`src/shared/cacco_pkg.sv`:
```
// constants for the counter array channel compare and output block
// assumes an 8-bit special-function register bus with byte addresses
package cacco_pkg;

    // register addresses on the special-function register bus
    localparam logic [7:0] CHANNEL_OUTPUT_POLARITY_ADDR  = 8'h96;
    localparam logic [7:0] CHANNEL_CENTER_ALIGNMENT_ADDR = 8'h9E;
    localparam logic [7:0] CHANNEL0_COMPARE_LOW_ADDR     = 8'hFB;
    localparam logic [7:0] CHANNEL0_COMPARE_HIGH_ADDR    = 8'hFC;

    // widths and reset values
    localparam int         NUM_CHANNELS      = 3;
    localparam logic [7:0] BYTE_RESET        = 8'h00;
    localparam logic [2:0] CHAN_BITS_RESET   = 3'h0;
    localparam logic [7:0] READ_IDLE         = 8'h00;
    // writable field of polarity and alignment registers is bits 2:0
    localparam int         CHAN_FIELD_MSB    = 2;
    localparam int         RESERVED_LSB      = 3;
    localparam int         RESERVED_MSB      = 7;
    localparam logic [4:0] RESERVED_VALUE    = 5'h00;
    // comparator enable after reset, and forced values on byte writes
    localparam logic       CMP_EN_RESET      = 1'b0;
    localparam logic       CMP_EN_ON_LOW_WR  = 1'b0;
    localparam logic       CMP_EN_ON_HIGH_WR = 1'b1;
    // read data is registered: answer one cycle after the read strobe
    localparam int         READ_LATENCY      = 1;

    // what a bus address selects, after the reload-select steering
    typedef enum logic [2:0] {
        TGT_NONE,
        TGT_POLARITY,
        TGT_ALIGNMENT,
        TGT_COMPARE_LOW,
        TGT_COMPARE_HIGH,
        TGT_RELOAD_LOW,
        TGT_RELOAD_HIGH
    } cacco_target_type;

endpackage

```
`src/rtl/cacco_output_stage.sv`:
```
// one channel's pin stage: polarity inversion and alignment gating
// assumes the raw waveform comes from the channel's mode logic on clk
`timescale 1ns/1ps
module cacco_output_stage (
    input  wire logic pwm_mode,
    input  wire logic raw_level,
    input  wire logic invert,
    input  wire logic center_bit,
    output logic      pin_level,
    output logic      center_active
);
    import cacco_pkg::*;

    // combinational so a polarity change reaches the pin at once
    assign pin_level     = raw_level ^ invert;
    // alignment only means something while the channel runs pwm
    assign center_active = center_bit & pwm_mode;

endmodule // cacco_output_stage

```
`src/rtl/cacco_top.sv`:
```
// Function
// - low byte of channel 0 compare, reset zero
// - reload select steers low address to reload
// - low byte write clears comparator enable
// - high byte of channel 0 compare, reset zero
// - reload select steers high address to reload
// - high byte write sets comparator enable
// - polarity bit per channel inverts its output
// - polarity change reaches pin immediately
// - alignment bit per channel: edge or center
// - alignment applies only in pwm modes
// - comparator enable turns compare function on
// - width bit picks 8-11 or 16-bit pwm
//
// top of the channel compare registers and pin output stages
// assumes a byte-wide register bus with single-cycle write strobes
`timescale 1ns/1ps
module cacco_top (
    input  wire logic        clk,
    input  wire logic        srst,
    input  wire logic [7:0]  sfr_addr,
    input  wire logic [7:0]  sfr_wdata,
    input  wire logic        sfr_wr,
    input  wire logic        sfr_rd,
    output logic      [7:0]  sfr_rdata,
    input  wire logic        reload_select,
    input  wire logic [15:0] counter_value,
    input  wire logic        mode0_wr,
    input  wire logic        mode0_cmp_en_wdata,
    input  wire logic [2:0]  channel_pwm_mode,
    input  wire logic [2:0]  pwm_width_select,
    input  wire logic [2:0]  channel_raw,
    output logic      [2:0]  channel_output,
    output logic      [2:0]  channel_center_active,
    output logic             comparator_function_enable,
    output logic      [15:0] channel0_compare_value,
    output logic      [15:0] channel0_reload_value,
    output logic             channel0_reload_active,
    output logic             channel0_match
);
    import cacco_pkg::*;

    ////////////////////////////////////////////////////////////////////
    // decode

    // one place for the address map so reads and writes agree
    function automatic cacco_target_type decode_target(
        input logic [7:0] addr,
        input logic       steer
    );
        cacco_target_type t;
        t = TGT_NONE;
        case (addr)
            CHANNEL_OUTPUT_POLARITY_ADDR:  t = TGT_POLARITY;
            CHANNEL_CENTER_ALIGNMENT_ADDR: t = TGT_ALIGNMENT;
            CHANNEL0_COMPARE_LOW_ADDR:     t = steer ? TGT_RELOAD_LOW : TGT_COMPARE_LOW;
            CHANNEL0_COMPARE_HIGH_ADDR:    t = steer ? TGT_RELOAD_HIGH : TGT_COMPARE_HIGH;
            default:                       t = TGT_NONE;
        endcase
        return t;
    endfunction

    cacco_target_type target;
    logic             wr_low_addr;
    logic             wr_high_addr;
    logic [7:0]       compare_low_reg;
    logic [7:0]       compare_high_reg;
    logic [7:0]       reload_low_reg;
    logic [7:0]       reload_high_reg;
    logic [2:0]       polarity_reg;
    logic [2:0]       alignment_reg;
    logic             cmp_en_reg;
    logic             match_reg;
    logic [7:0]       rdata_reg;

    assign target       = decode_target(sfr_addr, reload_select);
    // the enable side effect follows the address, whichever byte is hit
    assign wr_low_addr  = sfr_wr && (sfr_addr == CHANNEL0_COMPARE_LOW_ADDR);
    assign wr_high_addr = sfr_wr && (sfr_addr == CHANNEL0_COMPARE_HIGH_ADDR);

    ////////////////////////////////////////////////////////////////////
    // storage

    // compare bytes
    always_ff @(posedge clk) begin
        if (srst) begin
            compare_low_reg  <= BYTE_RESET;
            compare_high_reg <= BYTE_RESET;
        end else if (sfr_wr) begin
            if (target == TGT_COMPARE_LOW) begin
                compare_low_reg <= sfr_wdata;
            end
            if (target == TGT_COMPARE_HIGH) begin
                compare_high_reg <= sfr_wdata;
            end
        end
    end

    // auto-reload bytes for the 9 to 11-bit pwm modes
    always_ff @(posedge clk) begin
        if (srst) begin
            reload_low_reg  <= BYTE_RESET;
            reload_high_reg <= BYTE_RESET;
        end else if (sfr_wr) begin
            if (target == TGT_RELOAD_LOW) begin
                reload_low_reg <= sfr_wdata;
            end
            if (target == TGT_RELOAD_HIGH) begin
                reload_high_reg <= sfr_wdata;
            end
        end
    end

    // polarity and alignment; reserved bits are simply not stored
    always_ff @(posedge clk) begin
        if (srst) begin
            polarity_reg  <= CHAN_BITS_RESET;
            alignment_reg <= CHAN_BITS_RESET;
        end else if (sfr_wr) begin
            if (target == TGT_POLARITY) begin
                polarity_reg <= sfr_wdata[CHAN_FIELD_MSB:0];
            end
            if (target == TGT_ALIGNMENT) begin
                alignment_reg <= sfr_wdata[CHAN_FIELD_MSB:0];
            end
        end
    end

    // comparator enable: byte writes win over a mode register write,
    // so a low-then-high update always ends with the compare running
    always_ff @(posedge clk) begin
        if (srst) begin
            cmp_en_reg <= CMP_EN_RESET;
        end else if (wr_low_addr) begin
            cmp_en_reg <= CMP_EN_ON_LOW_WR;
        end else if (wr_high_addr) begin
            cmp_en_reg <= CMP_EN_ON_HIGH_WR;
        end else if (mode0_wr) begin
            cmp_en_reg <= mode0_cmp_en_wdata;
        end
    end

    // match only while the comparator is on
    always_ff @(posedge clk) begin
        if (srst) begin
            match_reg <= 1'b0;
        end else begin
            match_reg <= cmp_en_reg &&
                         (counter_value == {compare_high_reg, compare_low_reg});
        end
    end

    ////////////////////////////////////////////////////////////////////
    // read path

    // registered read: one cycle latency, unmapped reads return zero
    always_ff @(posedge clk) begin
        if (srst) begin
            rdata_reg <= READ_IDLE;
        end else if (sfr_rd) begin
            case (target)
                TGT_POLARITY:     rdata_reg <= {RESERVED_VALUE, polarity_reg};
                TGT_ALIGNMENT:    rdata_reg <= {RESERVED_VALUE, alignment_reg};
                TGT_COMPARE_LOW:  rdata_reg <= compare_low_reg;
                TGT_COMPARE_HIGH: rdata_reg <= compare_high_reg;
                TGT_RELOAD_LOW:   rdata_reg <= reload_low_reg;
                TGT_RELOAD_HIGH:  rdata_reg <= reload_high_reg;
                default:          rdata_reg <= READ_IDLE;
            endcase
        end
    end

    ////////////////////////////////////////////////////////////////////
    // outputs

    assign sfr_rdata                  = rdata_reg;
    assign comparator_function_enable = cmp_en_reg;
    assign channel0_compare_value     = {compare_high_reg, compare_low_reg};
    assign channel0_reload_value      = {reload_high_reg, reload_low_reg};
    assign channel0_match             = match_reg;
    // reload value only feeds the narrow pwm modes, not 16-bit
    assign channel0_reload_active     = channel_pwm_mode[0] & ~pwm_width_select[0];

    // pin stages, one per channel
    for (genvar ch = 0; ch < NUM_CHANNELS; ch++) begin : g_stage
        cacco_output_stage u_stage (
            .pwm_mode      (channel_pwm_mode[ch]),
            .raw_level     (channel_raw[ch]),
            .invert        (polarity_reg[ch]),
            .center_bit    (alignment_reg[ch]),
            .pin_level     (channel_output[ch]),
            .center_active (channel_center_active[ch])
        );
    end
endmodule // cacco_top

```
`config.mk`:
```
export PLATFORM = sky130hd
export DESIGN_NAME = cacco_top
export DESIGN_NICKNAME = d
export VERILOG_FILES = /design/src/shared/cacco_pkg.sv /design/src/rtl/cacco_output_stage.sv /design/src/rtl/cacco_top.sv
export SDC_FILE = /design/constraint.sdc
export NUM_CORES = 1
export LEC_CHECK = 0
export ABC_AREA = 1
export ABC_CLOCK_PERIOD_IN_PS = 1850
export BUFFER_PORTS_ARGS = -buffer_cell sky130_fd_sc_hd__buf_2
export CORE_UTILIZATION = 35
export DETAILED_ROUTE_END_ITERATION = 8
export HOLD_SLACK_MARGIN = 0.1
export PLACE_DENSITY = 0.63
export SLEW_MARGIN = 20
export SYNTH_ARGS = -nofsm -noshare
export SYNTH_HDL_FRONTEND = slang
export SYNTH_SLANG_ARGS = --single-unit
```
`constraint.sdc`:
```
create_clock -name clk -period 1.85 [get_ports clk]
set_input_delay 0.37 -clock clk [delete_from_list [all_inputs] [get_ports clk]]
set_output_delay 0.37 -clock clk [all_outputs]
set_load 0.02 [all_outputs]
```
==> flow_summary.ini <==
[run_status]
status = finished clean

[pwr]
vdd_drop_max_mv = 0.289
pwr_density_cell_nw_per_um2 = 655
p_leak_nw = 1.48
finalPower_mw = 2.13

[worst_setup_path]
startpoint = sfr_addr[3]
worstPathMaxFanout = 16
criticalPathCategory = input port to register
cp-start-kind = input port
r2r_end = channel0_match
ff2ff_setup_slack_ns = 0.72
rr_worst_depth = 6
r2r-start = compare_high_reg[7]
cp_data_arrival_time_ns = 1.63
end_kind = register
worstPathRequired_ns = 2.04

[placed_design]
placed_cell_area_um2 = 3120
pre_cts_ws_ns = 0.0939
gp_congestion = 0.885
io_buffers = 94
hpwl_mm = 5.82
place_inst = 540

[yosys]
synth_top_area_share_pct = 37.5
yosysUniqueCellTypes = 34
avgSynthCellArea_um2 = 7.18
synth-seq-cells = 48
async_flop_share_pct = 0
synth_area_um2 = 2560
synth_edf_count = 0
synth_area_leaders = dfxtp_1, o21ai_0, nand2_1, a21oi_1, inv_1
ys_seq_area_share_pct = 37.5
syn_inst = 357
yosys_warnings = 0
synth_fp_nets = 405
synthFlopType = dfxtp_1
yosys.area.top_type = dfxtp_1

[grt]
grt-ovfl-total = 0
grt_max_degree = 22
grt_pass1_vias = 2499
antenna_found_initial = 0
grt_pass1_wl_mm = 11.8
gr-usage-all-layers_pct = 20.0

[final_layout]
layout_commonest_cell = buf_2
multiInputGateArea_um2 = 1310
fin_cells = 547
fin_util_pct = 46.8
layout_common_cells = buf_2, nand2_1, dfxtp_1
final_layout_size_suffix_gt1_share_pct = 30.6
nNetsFinal = 499
area_growth_pct = 26.9
design_area_um2 = 3250
n_antenna_cell = 0
register_area_um2 = 961
fillCellCount = 734

[sta]
slew_violations = 0
setup_viol = 0
period_share_pct = 77.7
rsz0062_at_grt = no
fin_crit_ns = 1.44
tightestPinTransition_ns = 0.398
fmax_mhz = 695
tns_ns = 0
finalWorstSetupSlack_ns = 0.412
finalHoldViolCount = 0
max-slew-margin-rel_pct = 73.4
clock_skew_ns = 0.00486
timing.hold.ws_ns = 0.370

[die]
dieWidth_um = 87.6
io_pins = 97
initial_core_util_pct = 36.9
design.core.area_um2 = 6940
die_area_um2 = 7670
die_h_um = 87.6
fp-row-count = 30

[routing]
drt-pass1-iter-count = 6
routedWlPerCell_um = 13.5
ant_nets = 0
wl_mm = 7.41
drc = 0
via_per_inst = 4.95
dr_total_vias = 2709
drt-initial-drc-count = 164

[cts]
cts_setup_buffers = 0
cts_tree = yes
ctsResizeCount = 0
root_buffer = clkbuf_8
cts.clk_slew.worst_paths_ns = 0.09
cts_hold_buf = 0
htree_levels = 2
clock_path_buffers = 2
cts.sinks = 48
clk_latency_ns = 0.30
cts_buffers = 5

[run]
maxCapViolations = 0

[worst_hold_path]
min_to = channel0_match
holdCritPathClass = input port to register
hold_path_depth = 4
hold_path.startpoint = counter_value[11]
## how the worst max path moves through the flow
stage,to,cells past startpoint
6_report,reload_low_reg[0],11
5_1_grt,reload_low_reg[0],11
4_1_cts,reload_low_reg[1],11
3_5_place_dp,reload_low_reg[4],11
3_3_place_gp,reload_low_reg[4],11
2_1_floorplan,reload_low_reg[6],10
## report_power, final
group | total, mW | switching [mW] | internal (mW) | leakage, nW
combinational | 0.198 | 0.125 | 0.0730 | 1.03
clock | 0.891 | 0.359 | 0.532 | 0.0642
sequential | 1.04 | 0.00422 | 1.04 | 0.387
total | 2.13 | 0.488 | 1.64 | 1.48
## routing by layer
layer	global-route usage (%)	wire, um	vias up
met3	3.39	440	13
met2	33.2	3400	98
li1	-	-	1367
met5	0	0	-
met4	6.41	115	0
met1	26.5	3450	1231
## synth_stat cells, drive strengths merged, types with 2 or more instances
| master | n |
|---|---|
| nand3 | 22 |
| a211oi | 2 |
| clkbuf | 5 |
| o21ai | 43 |
| a221oi | 2 |
| a31oi | 2 |
| nand2 | 56 |
| buf | 11 |
| inv | 47 |
| nor3 | 9 |
| xor2 | 7 |
| nor2 | 44 |
| dfxtp | 48 |
| a21oi | 40 |
| o22ai | 4 |
| nand4 | 9 |
## worst max-delay path, stage by stage
cell	delay, ns
buf_2	0.11
nand2_2	0.09
inv_2	0.05
nand2_2	0.07
nor2_4	0.06
nand2_1	0.15
nand3_2	0.10
nor2_4	0.16
nand3_4	0.20
o21ai_0	0.22
a21oi_1	0.06
## kinds of logic (layout without fill, tap and decap cells)
group | after synthesis | after routing | share of synthesized area, %
buffers and inverters | 64 | 158 | 11.3
xor gates and xnor gates | 7 | 7 | 2.39
AOI/OAI and AO/OA | 95 | 95 | 20.3
DFF | 48 | 48 | 37.5
muxes | 1 | 1 | 0.390
and+or+nand+nor | 142 | 142 | 28.1
## cell type report
class | count | area share [%]
clock buffer | 5 | 2.12
inverter | 48 | 5.54
sequential | 48 | 29.5
clock inverter | 2 | 1.85
timing repair buffer | 103 | 16.9
multi-input combinational | 245 | 40.3
tap | 96 | 3.69
(Power assumes the default switching activity.)
